`src/inc/pdmc_pkg.sv`:
```
/*
  shared constants, types and lookup functions of the pen digitizer mode control.
  assumes one 125 MHz system clock and a host that reaches the registers over avalon-mm.
*/
package pdmc_pkg;

  ////////////////////////////////////////////////////////////////////////////////
  // register byte offsets and field positions
  localparam logic [4:0] PDMC_OFS_STATUS = 5'h00;
  localparam logic [4:0] PDMC_OFS_CTRL   = 5'h04;
  localparam logic [4:0] PDMC_OFS_RES    = 5'h08;
  localparam logic [4:0] PDMC_OFS_BAUD   = 5'h0c;
  localparam logic [4:0] PDMC_OFS_COORD  = 5'h10;
  localparam int PDMC_CTRL_PAR_BIT = 0;
  localparam int PDMC_RES_X_LSB    = 0;
  localparam int PDMC_RES_Y_LSB    = 4;
  localparam int PDMC_COORD_Y_LSB  = 16;

  ////////////////////////////////////////////////////////////////////////////////
  // command opcodes (upper nibble of a received byte) and answers
  localparam logic [3:0] PDMC_OP_INIT  = 4'h1;
  localparam logic [3:0] PDMC_OP_SLEEP = 4'h2;
  localparam logic [3:0] PDMC_OP_CAL   = 4'h3;
  localparam logic [3:0] PDMC_OP_SETX  = 4'h4;
  localparam logic [3:0] PDMC_OP_SETY  = 4'h5;
  localparam logic [3:0] PDMC_OP_BAUD  = 4'h6;
  localparam logic [7:0] PDMC_RSP_ACK  = 8'h06;
  localparam logic [7:0] PDMC_RSP_NAK  = 8'h15;

  ////////////////////////////////////////////////////////////////////////////////
  // reset values and rates
  localparam logic [2:0] PDMC_RES_IDX_DEF = 3'h6;
  localparam logic [2:0] PDMC_BAUD_IDX_MAX = 3'h5;
  localparam int PDMC_CLK_HZ   = 125_000_000;
  localparam int PDMC_BAUD_300  = 300;
  localparam int PDMC_BAUD_1200 = 1200;
  localparam int PDMC_BAUD_2400 = 2400;
  localparam int PDMC_BAUD_4800 = 4800;
  localparam int PDMC_BAUD_7200 = 7200;
  localparam int PDMC_BAUD_9600 = 9600;
  localparam int PDMC_FIFO_DEPTH = 4;

  ////////////////////////////////////////////////////////////////////////////////
  // types
  typedef enum logic [1:0] {PDMC_SLEEP, PDMC_IDLE, PDMC_CMD, PDMC_DATA} pdmc_mode_e;
  typedef enum logic [1:0] {PDMC_SC_X, PDMC_SC_Y, PDMC_SC_PUSH} pdmc_scan_e;

  typedef struct packed {
    logic        read;
    logic        write;
    logic [4:0]  address;
    logic [31:0] writedata;
  } pdmc_avs_req_s;

  typedef struct packed {
    logic [31:0] readdata;
    logic        waitrequest;
  } pdmc_avs_rsp_s;

  typedef struct packed {
    logic dtr;
    logic rts;
    logic serial_rx_in;
  } pdmc_link_s;

  typedef struct packed {
    logic       pen_down;
    logic       adc_valid;
    logic [9:0] adc_data;
  } pdmc_panel_s;

  ////////////////////////////////////////////////////////////////////////////////
  // resolution table: one entry per supported x/y pair
  function automatic logic [10:0] pdmc_res_x(input logic [2:0] idx);
    case (idx)
      3'h0:    pdmc_res_x = 11'h100;
      3'h1,
      3'h2:    pdmc_res_x = 11'h140;
      3'h7:    pdmc_res_x = 11'h400;
      default: pdmc_res_x = 11'h280;
    endcase
  endfunction : pdmc_res_x

  function automatic logic [10:0] pdmc_res_y(input logic [2:0] idx);
    case (idx)
      3'h0:    pdmc_res_y = 11'h080;
      3'h1:    pdmc_res_y = 11'h0c8;
      3'h3:    pdmc_res_y = 11'h190;
      3'h4:    pdmc_res_y = 11'h140;
      3'h5:    pdmc_res_y = 11'h1e0;
      3'h7:    pdmc_res_y = 11'h400;
      default: pdmc_res_y = 11'h100;
    endcase
  endfunction : pdmc_res_y

endpackage : pdmc_pkg

```
`src/hdl/pdmc_top.sv`:
```
/*
  pen digitizer mode control: sleep/idle/command/data modes, uart link, panel scan,
  parallel output, a small output fifo and an avalon-mm register slave.
  assumes all inputs synchronous to clk_sys_i and an analog front end that answers a
  raised axis strobe with one adc_valid pulse.
*/

////////////////////////////////////////////////////////////////////////////////
module pdmc_fifo #(
  parameter int W = 8,
  parameter int D = 4
) (
  // clock and reset
  input  wire logic         clk_sys_i,
  input  wire logic         rst_n_i,
  // fill side
  input  wire logic         in_valid_i,
  output logic              in_ready_o,
  input  wire logic [W-1:0] in_data_i,
  // drain side
  output logic              out_valid_o,
  input  wire logic         out_ready_i,
  output logic [W-1:0]      out_data_o
);
  localparam int AW = (D > 1) ? $clog2(D) : 1;
  localparam int CW = $clog2(D + 1);

  typedef struct packed {
    logic [D-1:0][W-1:0] mem;
    logic [AW-1:0]       wp;
    logic [AW-1:0]       rp;
    logic [CW-1:0]       cnt;
  } pdmc_fifo_s;

  pdmc_fifo_s s_reg;
  pdmc_fifo_s s_next;
  logic       push;
  logic       pop;

  function automatic logic [AW-1:0] wrap(input logic [AW-1:0] p);
    wrap = (p == AW'(D - 1)) ? '0 : p + AW'(1);
  endfunction : wrap

  assign in_ready_o  = (s_reg.cnt != CW'(D));
  assign out_valid_o = (s_reg.cnt != '0);
  assign out_data_o  = s_reg.mem[s_reg.rp];
  assign push        = in_valid_i & in_ready_o;
  assign pop         = out_valid_o & out_ready_i;

  always_comb begin
    s_next = s_reg;
    if (push) begin
      s_next.mem[s_reg.wp] = in_data_i;
      s_next.wp            = wrap(s_reg.wp);
    end
    if (pop) begin
      s_next.rp = wrap(s_reg.rp);
    end
    if (push && !pop) begin
      s_next.cnt = s_reg.cnt + CW'(1);
    end else if (pop && !push) begin
      s_next.cnt = s_reg.cnt - CW'(1);
    end
  end

  always_ff @(posedge clk_sys_i or negedge rst_n_i) begin
    if (!rst_n_i) begin
      s_reg <= '0;
    end else begin
      s_reg <= s_next;
    end
  end
endmodule : pdmc_fifo

////////////////////////////////////////////////////////////////////////////////
module pdmc_top #(
  parameter int CLK_HZ     = pdmc_pkg::PDMC_CLK_HZ,
  parameter int FIFO_DEPTH = pdmc_pkg::PDMC_FIFO_DEPTH
) (
  // clock and reset
  input  wire logic                    clk_sys_i,
  input  wire logic                    rst_n_i,
  // register bus
  input  wire pdmc_pkg::pdmc_avs_req_s avs_i,
  output pdmc_pkg::pdmc_avs_rsp_s      avs_o,
  // host serial link and handshake
  input  wire pdmc_pkg::pdmc_link_s    link_i,
  output logic                         serial_tx_out_o,
  // jumpers
  input  wire logic [2:0]              jmp_baud_i,
  input  wire logic                    jmp_par_i,
  // panel front end
  input  wire pdmc_pkg::pdmc_panel_s   panel_i,
  output logic                         ctl_x_o,
  output logic                         ctl_y_o,
  // parallel output
  output logic [7:0]                   par_data_o,
  output logic                         par_valid_o,
  input  wire logic                    par_ready_i,
  // mode seen by the system
  output pdmc_pkg::pdmc_mode_e         mode_o
);
  import pdmc_pkg::*;

  typedef struct packed {
    pdmc_mode_e  mode;
    pdmc_scan_e  scan_st;
    logic        strap_done;
    logic [2:0]  jmp_baud;
    logic        par_mode;
    logic [2:0]  baud_idx;
    logic [2:0]  baud_new;
    logic        baud_chg;
    logic [2:0]  res_x_idx;
    logic [2:0]  res_y_idx;
    logic        cal_done;
    logic        bus_ack;
    logic [31:0] rdata;
    logic        rx_busy;
    logic [23:0] rx_cnt;
    logic [3:0]  rx_bit;
    logic [7:0]  rx_shift;
    logic        tx_busy;
    logic        tx_rsp;
    logic [23:0] tx_cnt;
    logic [3:0]  tx_bit;
    logic [9:0]  tx_shift;
    logic        rsp_pend;
    logic [7:0]  rsp_byte;
    logic        sleep_after;
    logic [1:0]  push_idx;
    logic [10:0] x_coord;
    logic [10:0] y_coord;
    logic [7:0]  par_data;
    logic        par_valid;
  } pdmc_state_s;

  pdmc_state_s s_reg;
  pdmc_state_s s_next;
  logic        f_in_valid;
  logic        f_in_ready;
  logic [7:0]  f_in_data;
  logic        f_out_valid;
  logic        f_out_ready;
  logic [7:0]  f_out_data;
  logic        bus_req;
  logic [23:0] bit_len;

  // cycles per serial bit less one, rounded down
  function automatic logic [23:0] bit_cycles(input logic [2:0] idx);
    case (idx)
      3'h0:    bit_cycles = 24'(CLK_HZ / PDMC_BAUD_300);
      3'h1:    bit_cycles = 24'(CLK_HZ / PDMC_BAUD_1200);
      3'h2:    bit_cycles = 24'(CLK_HZ / PDMC_BAUD_2400);
      3'h3:    bit_cycles = 24'(CLK_HZ / PDMC_BAUD_4800);
      3'h4:    bit_cycles = 24'(CLK_HZ / PDMC_BAUD_7200);
      default: bit_cycles = 24'(CLK_HZ / PDMC_BAUD_9600);
    endcase
  endfunction : bit_cycles

  // sample scaled to the axis resolution
  function automatic logic [10:0] scale(input logic [9:0] adc, input logic [10:0] res);
    logic [20:0] prod;
    prod  = 21'(adc) * 21'(res);
    scale = prod[20:10];
  endfunction : scale

  ////////////////////////////////////////////////////////////////////////////////
  // output fifo: scan to serial or parallel drain
  pdmc_fifo #(.W(8), .D(FIFO_DEPTH)) u_fifo (
    .clk_sys_i   (clk_sys_i),
    .rst_n_i     (rst_n_i),
    .in_valid_i  (f_in_valid),
    .in_ready_o  (f_in_ready),
    .in_data_i   (f_in_data),
    .out_valid_o (f_out_valid),
    .out_ready_i (f_out_ready),
    .out_data_o  (f_out_data)
  );

  assign bus_req     = avs_i.read | avs_i.write;
  assign bit_len     = bit_cycles(s_reg.baud_idx);
  // a started pair is finished even after pen up
  assign f_in_valid  = (s_reg.mode == PDMC_DATA) && (s_reg.scan_st == PDMC_SC_PUSH)
                       && (panel_i.pen_down || s_reg.push_idx != 2'h0);
  // a response byte always goes before queued coordinates
  assign f_out_ready = (s_reg.mode == PDMC_DATA) && (s_reg.par_mode
                       ? (!s_reg.par_valid || par_ready_i)
                       : (!s_reg.tx_busy && !s_reg.rsp_pend));
  always_comb begin
    case (s_reg.push_idx)
      2'h0:    f_in_data = {5'h00, s_reg.x_coord[10:8]};
      2'h1:    f_in_data = s_reg.x_coord[7:0];
      2'h2:    f_in_data = {5'h00, s_reg.y_coord[10:8]};
      default: f_in_data = s_reg.y_coord[7:0];
    endcase
  end

  ////////////////////////////////////////////////////////////////////////////////
  always_comb begin
    s_next = s_reg;
    // jumpers latched on the first clock after reset
    if (!s_reg.strap_done) begin
      s_next.strap_done = 1'b1;
      s_next.jmp_baud   = (jmp_baud_i > PDMC_BAUD_IDX_MAX) ? PDMC_BAUD_IDX_MAX : jmp_baud_i;
      s_next.baud_idx   = s_next.jmp_baud;
      s_next.par_mode   = jmp_par_i;
    end

    // bus slave: one wait cycle
    s_next.bus_ack = bus_req & ~s_reg.bus_ack;
    if (bus_req && !s_reg.bus_ack) begin
      case (avs_i.address)
        PDMC_OFS_STATUS: s_next.rdata = {27'h0, s_reg.cal_done, s_reg.tx_busy,
                                         s_reg.rx_busy, s_reg.mode};
        PDMC_OFS_CTRL:   s_next.rdata = {31'h0, s_reg.par_mode};
        PDMC_OFS_RES:    s_next.rdata = {25'h0, s_reg.res_y_idx, 1'b0, s_reg.res_x_idx};
        PDMC_OFS_BAUD:   s_next.rdata = {29'h0, s_reg.baud_idx};
        PDMC_OFS_COORD:  s_next.rdata = {5'h0, s_reg.y_coord, 5'h0, s_reg.x_coord};
        default:         s_next.rdata = 32'h0;
      endcase
    end
    if (avs_i.write && s_reg.bus_ack) begin
      case (avs_i.address)
        PDMC_OFS_CTRL: s_next.par_mode = avs_i.writedata[PDMC_CTRL_PAR_BIT];
        PDMC_OFS_RES: begin
          s_next.res_x_idx = avs_i.writedata[PDMC_RES_X_LSB +: 3];
          s_next.res_y_idx = avs_i.writedata[PDMC_RES_Y_LSB +: 3];
        end
        PDMC_OFS_BAUD: begin
          if (avs_i.writedata[2:0] <= PDMC_BAUD_IDX_MAX) begin
            s_next.baud_idx = avs_i.writedata[2:0];
          end
        end
        default: ;
      endcase
    end

    // serial receiver, only listening in command mode
    if (!s_reg.rx_busy) begin
      if (s_reg.mode == PDMC_CMD && !link_i.serial_rx_in) begin
        s_next.rx_busy = 1'b1;
        s_next.rx_bit  = 4'h0;
        s_next.rx_cnt  = {1'b0, bit_len[23:1]};
      end
    end else if (s_reg.rx_cnt != 24'h0) begin
      s_next.rx_cnt = s_reg.rx_cnt - 24'h1;
    end else begin
      s_next.rx_cnt = bit_len;
      s_next.rx_bit = s_reg.rx_bit + 4'h1;
      if (s_reg.rx_bit == 4'h0 && link_i.serial_rx_in) begin
        s_next.rx_busy = 1'b0; // glitch, not a start bit
      end else if (s_reg.rx_bit != 4'h0 && s_reg.rx_bit < 4'h9) begin
        s_next.rx_shift = {link_i.serial_rx_in, s_reg.rx_shift[7:1]};
      end else if (s_reg.rx_bit == 4'h9) begin
        s_next.rx_busy = 1'b0;
        // bad stop bit: dropped, no answer
        if (link_i.serial_rx_in && s_reg.mode == PDMC_CMD && !s_reg.rsp_pend
            && !s_reg.tx_rsp) begin
          s_next.rsp_pend = 1'b1;
          s_next.rsp_byte = PDMC_RSP_ACK;
          case (s_reg.rx_shift[7:4])
            PDMC_OP_INIT: begin
              s_next.res_x_idx = PDMC_RES_IDX_DEF;
              s_next.res_y_idx = PDMC_RES_IDX_DEF;
              s_next.baud_new  = s_reg.jmp_baud;
              s_next.baud_chg  = 1'b1;
              s_next.cal_done  = 1'b0;
            end
            PDMC_OP_SLEEP: s_next.sleep_after = 1'b1;
            PDMC_OP_CAL:   s_next.cal_done = 1'b1;
            PDMC_OP_SETX:  s_next.res_x_idx = s_reg.rx_shift[2:0];
            PDMC_OP_SETY:  s_next.res_y_idx = s_reg.rx_shift[2:0];
            PDMC_OP_BAUD: begin
              if (s_reg.rx_shift[2:0] <= PDMC_BAUD_IDX_MAX) begin
                s_next.baud_new = s_reg.rx_shift[2:0];
                s_next.baud_chg = 1'b1;
              end else begin
                s_next.rsp_byte = PDMC_RSP_NAK;
              end
            end
            default: s_next.rsp_byte = PDMC_RSP_NAK;
          endcase
        end
      end
    end

    // transmitter: answer first, else fifo bytes
    if (!s_reg.tx_busy) begin
      if (s_reg.rsp_pend) begin
        s_next.tx_busy  = 1'b1;
        s_next.tx_rsp   = 1'b1;
        s_next.rsp_pend = 1'b0;
        s_next.tx_shift = {1'b1, s_reg.rsp_byte, 1'b0};
        s_next.tx_bit   = 4'h0;
        s_next.tx_cnt   = bit_len;
      end else if (f_out_valid && f_out_ready && !s_reg.par_mode) begin
        s_next.tx_busy  = 1'b1;
        s_next.tx_shift = {1'b1, f_out_data, 1'b0};
        s_next.tx_bit   = 4'h0;
        s_next.tx_cnt   = bit_len;
      end
    end else if (s_reg.tx_cnt != 24'h0) begin
      s_next.tx_cnt = s_reg.tx_cnt - 24'h1;
    end else begin
      s_next.tx_cnt   = bit_len;
      s_next.tx_shift = {1'b1, s_reg.tx_shift[9:1]};
      s_next.tx_bit   = s_reg.tx_bit + 4'h1;
      if (s_reg.tx_bit == 4'h9) begin
        s_next.tx_busy = 1'b0;
        s_next.tx_rsp  = 1'b0;
      end
    end

    // parallel drain: byte register with valid/ready
    if (s_reg.par_valid && par_ready_i) begin
      s_next.par_valid = 1'b0;
    end
    if (f_out_valid && f_out_ready && s_reg.par_mode) begin
      s_next.par_data  = f_out_data;
      s_next.par_valid = 1'b1;
    end

    // panel scan: x, y, then the pair's four bytes
    if (s_reg.mode == PDMC_DATA) begin
      case (s_reg.scan_st)
        PDMC_SC_X: begin
          if (panel_i.adc_valid) begin
            s_next.x_coord = scale(panel_i.adc_data, pdmc_res_x(s_reg.res_x_idx));
            s_next.scan_st = PDMC_SC_Y;
          end
        end
        PDMC_SC_Y: begin
          if (panel_i.adc_valid) begin
            s_next.y_coord = scale(panel_i.adc_data, pdmc_res_y(s_reg.res_y_idx));
            s_next.scan_st = PDMC_SC_PUSH;
            s_next.push_idx = 2'h0;
          end
        end
        PDMC_SC_PUSH: begin
          if (!panel_i.pen_down && s_reg.push_idx == 2'h0) begin
            s_next.scan_st = PDMC_SC_X;
          end else if (f_in_ready) begin
            s_next.push_idx = s_reg.push_idx + 2'h1;
            if (s_reg.push_idx == 2'h3) begin
              s_next.scan_st = PDMC_SC_X;
            end
          end
        end
        default: s_next.scan_st = PDMC_SC_X;
      endcase
    end else begin
      s_next.scan_st = PDMC_SC_X;
    end

    // mode control
    case (s_reg.mode)
      PDMC_SLEEP: begin
        if (link_i.dtr || link_i.rts || !link_i.serial_rx_in) begin
          s_next.mode = PDMC_IDLE;
        end
      end
      PDMC_IDLE: begin
        if (link_i.dtr) begin
          s_next.mode = PDMC_CMD;
        end else if (link_i.rts) begin
          s_next.mode = PDMC_DATA;
        end
      end
      PDMC_CMD: begin
        // leave when the answer's stop bit ends
        if (s_reg.tx_rsp && s_reg.tx_busy && s_reg.tx_bit == 4'h9 && s_reg.tx_cnt == 24'h0) begin
          s_next.mode        = s_reg.sleep_after ? PDMC_SLEEP : PDMC_IDLE;
          s_next.sleep_after = 1'b0;
          if (s_reg.baud_chg) begin
            s_next.baud_idx = s_reg.baud_new;
            s_next.baud_chg = 1'b0;
          end
        end
      end
      PDMC_DATA: begin
        if (link_i.dtr) begin
          s_next.mode = PDMC_CMD;
        end else if (!link_i.rts) begin
          s_next.mode = PDMC_IDLE;
        end
      end
      default: s_next.mode = PDMC_IDLE;
    endcase
  end

  ////////////////////////////////////////////////////////////////////////////////
  always_ff @(posedge clk_sys_i or negedge rst_n_i) begin
    if (!rst_n_i) begin
      s_reg           <= '0;
      s_reg.mode      <= PDMC_IDLE;
      s_reg.scan_st   <= PDMC_SC_X;
      s_reg.res_x_idx <= PDMC_RES_IDX_DEF;
      s_reg.res_y_idx <= PDMC_RES_IDX_DEF;
      s_reg.tx_shift  <= 10'h3ff;
    end else begin
      s_reg <= s_next;
    end
  end

  assign avs_o.readdata    = s_reg.rdata;
  assign avs_o.waitrequest = bus_req & ~s_reg.bus_ack;
  assign serial_tx_out_o   = s_reg.tx_busy ? s_reg.tx_shift[0] : 1'b1;
  assign ctl_x_o           = (s_reg.mode == PDMC_DATA) && (s_reg.scan_st == PDMC_SC_X);
  assign ctl_y_o           = (s_reg.mode == PDMC_DATA) && (s_reg.scan_st == PDMC_SC_Y);
  assign par_data_o        = s_reg.par_data;
  assign par_valid_o       = s_reg.par_valid;
  assign mode_o            = s_reg.mode;
endmodule : pdmc_top

```
`config.mk`:
```
export PLATFORM = sky130hd
export DESIGN_NAME = pdmc_top
export DESIGN_NICKNAME = d
export VERILOG_FILES = /design/src/inc/pdmc_pkg.sv /design/src/hdl/pdmc_top.sv
export SDC_FILE = /design/constraint.sdc
export NUM_CORES = 1
export LEC_CHECK = 0
export BUFFER_PORTS_ARGS = -buffer_cell sky130_fd_sc_hd__buf_2
export CELL_PAD_IN_SITES_DETAIL_PLACEMENT = 1
export CELL_PAD_IN_SITES_GLOBAL_PLACEMENT = 1
export CORE_MARGIN = 2
export CORE_UTILIZATION = 49
export CTS_BUF_LIST = sky130_fd_sc_hd__clkbuf_4 sky130_fd_sc_hd__clkbuf_8
export DETAILED_ROUTE_END_ITERATION = 6
export PLACE_DENSITY = 0.91
export SYNTH_ARGS = -nofsm -noshare
export SYNTH_HDL_FRONTEND = slang
export SYNTH_SLANG_ARGS = --single-unit
```
`constraint.sdc`:
```
create_clock -name clk_sys_i -period 5.65 [get_ports clk_sys_i]
set_input_delay 0.565 -clock clk_sys_i [delete_from_list [all_inputs] [get_ports clk_sys_i]]
set_output_delay 0.565 -clock clk_sys_i [all_outputs]
set_load 0.03 [all_outputs]
```
==> flow_summary.toml <==
[status]
status = "completed"

[grt]
grt_pass1_vias = 12746
grtUsageTotal_pct = 28.2
grt_pass1_wl_mm = 68.9
overflow = 0
antenna_found_initial = 3
grt_max_degree = 105

[worst_setup_path]
required_ns = 5.99
cp-start-kind = "register"
r2r_cells = 18
cp_data_arrival_time_ns = 5.79
r2r-start = "s_reg[158]$_DFF_PN1_"
crit_type = "register to register"
r2r_slack_ns = 0.20
endpoint_kind = "register"
reg2reg_to = "s_reg[30]$_DFFE_PN0P_"
critical_path.max_fanout = 10

[timing]
final-max-slew-violation-count = 0
worst_hold_slack_ns = 0.159
fin_crit_ns = 5.45
tightest_slew_ns = 0.984
skew_ns = 0.0197
setup_viol = 0
max_freq_mhz = 183
maxSlewHeadroom_pct = 33.6
final_hold_viol_count = 0
period_share_pct = 96.5
fin_ws_ns = 0.198
setup_tns_ns = 0

[placement]
preCtsSetupSlack_ns = -0.117
post_dp_cell_area_um2 = 14900
io_buffers = 71
dp_cells = 1881
place_congestion = 0.872
dp_hpwl_mm = 31.7

[logic_synthesis]
ys_ff_latch = 199
synth_cell_types = 80
netlist_area_um2 = 14500
ys_warn_count = 0
syn_inst = 1513
syn_avg_cell_area_um2 = 9.58
synth-edff-count = 0
ys_async_sr_fraction_pct = 100
yosysSeqAreaShare_pct = 34.5
ys.flop_type = "dfrtp_1"

[worst_hold_path]
hp-class = "input port to async pin"

[routing]
avgRoutedWirePerCell_um = 22.2
drtPass1Iterations = 5
drt_iter0_drc = 775
drc_errors = 0
vias = 11745
viasPerCell = 6.14
ant_nets = 0
drt_wl_total_mm = 42.4

[clock_network]
cts.path.max_buffers = 2
root_buffer = "clkbuf_8"
cts.sinks = 199
cts_buffers = 17
cts.clk_slew.worst_paths_ns = 0.10
cts_tree = "yes"
clkLatencyLatePin_ns = 0.50
h-tree-depth = 4

[power_and_ir_drop]
p_leak_nw = 7.34
ir_worst_vdd_v = 0.000217
finalPower_mw = 4.94
powerDensity_nw_per_um2 = 321

[cells_and_area]
fin_util_pct = 53.1
finalInstanceArea_um2 = 15400
largest_register_ffs = 127
instances_no_fill = 1914
drive_gt1_share_pct = 14.1
syn_to_final_growth_pct = 6.01
final_nets = 1757

[die]
die_h_um = 176
num_io_pins = 108
coreArea_um2 = 28900
initial_core_util_pct = 50.1
row_count = 62
fp.dieW_um = 176
fp.dieArea_um2 = 31000

[run]
maxCapViolations = 0
-- critical path, stage by stage, from the launching register on --
cell,delay (ns)
dfstp_2,0.63
nand2_1,0.08
xor2_1,0.16
buf_4,0.19
nor2b_1,0.31
fa_1,0.48
ha_1,0.29
inv_1,0.05
fa_1,0.54
inv_1,0.06
fa_1,0.47
ha_1,0.30
ha_1,0.25
a2111oi_1,0.39
buf_4,0.19
o211ai_1,0.16
o31a_1,0.30
xnor2_1,0.30
o21ai_0,0.15
-- synth_stat cells (5+ instances only) --
cell type,n,area (um2)
ha_1,122,1530
nor2_1,101,379
a211oi_1,16,120
fa_1,58,1160
a21o_1,10,75.1
nor2b_1,16,100
mux2i_1,29,290
dfrtp_1,185,4630
a22o_1,18,158
xor2_1,19,166
buf_2,7,35.0
and3_1,11,68.8
buf_4,45,338
o211ai_1,11,82.6
dfstp_2,14,368
mux2_2,37,417
and2_1,78,488
clkbuf_1,65,244
nand4_1,10,62.6
nor4_1,14,87.6
o31ai_1,10,75.1
nor3_1,25,125
nor3_2,5,50.1
a31oi_1,9,56.3
o21ai_0,102,510
inv_1,82,308
o22ai_1,13,81.3
xnor2_1,26,228
o21a_1,8,60.1
nand3b_1,5,37.5
a221oi_1,5,43.8
a22oi_1,7,52.6
or3_1,12,75.1
nand2_1,149,559
nand2b_1,12,75.1
o311ai_0,5,43.8
nand3_1,20,100
mux4_2,8,180
a21oi_1,62,310
-- logic make-up (layout without fill, tap and decap cells) --
kind of cell	after synthesis	after routing	share of synthesized area, %
buffers and inverters	202	209	6.45
XOR/XNOR	45	45	2.72
AO/OA/AOI/OAI	319	319	14.1
flip-flops	199	199	34.5
multiplexers	75	75	6.19
other	2	12	0.0518
AND/OR/NAND/NOR	491	491	17.5
adder cells (fa/ha/maj)	180	180	18.5
-- worst max-delay path by stage --
| stage | startpoint | endpoint | slack, ns | depth (start not counted) |
|---|---|---|---|---|
| after floorplan | s_reg[156]$_DFF_PN1_ | s_reg[15]$_DFFE_PN0P_ | 0.42 | 16 |
| after global routing | s_reg[158]$_DFF_PN1_ | s_reg[30]$_DFFE_PN0P_ | -0.006 | 18 |
| after global placement | s_reg[155]$_DFF_PN1_ | s_reg[19]$_DFFE_PN0P_ | 0.20 | 17 |
| final | s_reg[158]$_DFF_PN1_ | s_reg[30]$_DFFE_PN0P_ | 0.20 | 18 |
| after CTS | s_reg[156]$_DFF_PN1_ | s_reg[19]$_DFFE_PN0P_ | 0.04 | 20 |
| after detailed placement | s_reg[156]$_DFF_PN1_ | s_reg[19]$_DFFE_PN0P_ | -0.12 | 17 |
-- power breakdown --
group	switching, mW	internal [mW]	leakage [nW]
clock network	0.546	0.450	0.216
logic	1.18	0.798	4.54
registers	0.330	1.64	2.58
-- cell type report --
class	instances	area, um2
inverter	83	312
tap	384	480
antenna	1	2.50
multi-input combinational	1121	8630
clock inverter	9	114
fill	3230	13600
sequential	199	5000
clock buffer	23	298
timing repair buffer	94	537
-- timing repair --
item,CTS,global route
gates resized for setup,2,9
setup endpoints to repair,1,12
setup buffers,0,0
hold buffers,0,0
-- layout by cell type (no fill, tap or decap), types with 26 or more instances in the layout --
| master | instances |
|---|---|
| nand2_1 | 149 |
| ha_1 | 122 |
| and2_1 | 78 |
| xnor2_1 | 26 |
| fa_1 | 58 |
| nor2_1 | 99 |
| mux2_2 | 37 |
| inv_1 | 82 |
| a21oi_1 | 61 |
| mux2i_1 | 29 |
| o21ai_0 | 101 |
| buf_2 | 70 |
| dfrtp_1 | 185 |
-- routing by layer --
metal  vias to the layer above  global-route usage [%]  part of all wire [%]
met2                       329                    50.1                    52
met3                       103                    3.79                   4.0
met5                         -                       0                 0.066
met4                         4                    12.2                   4.0
li1                       5227                       -                     -
met1                      6082                    34.4                    40
Power figures use the tool's default switching activity.
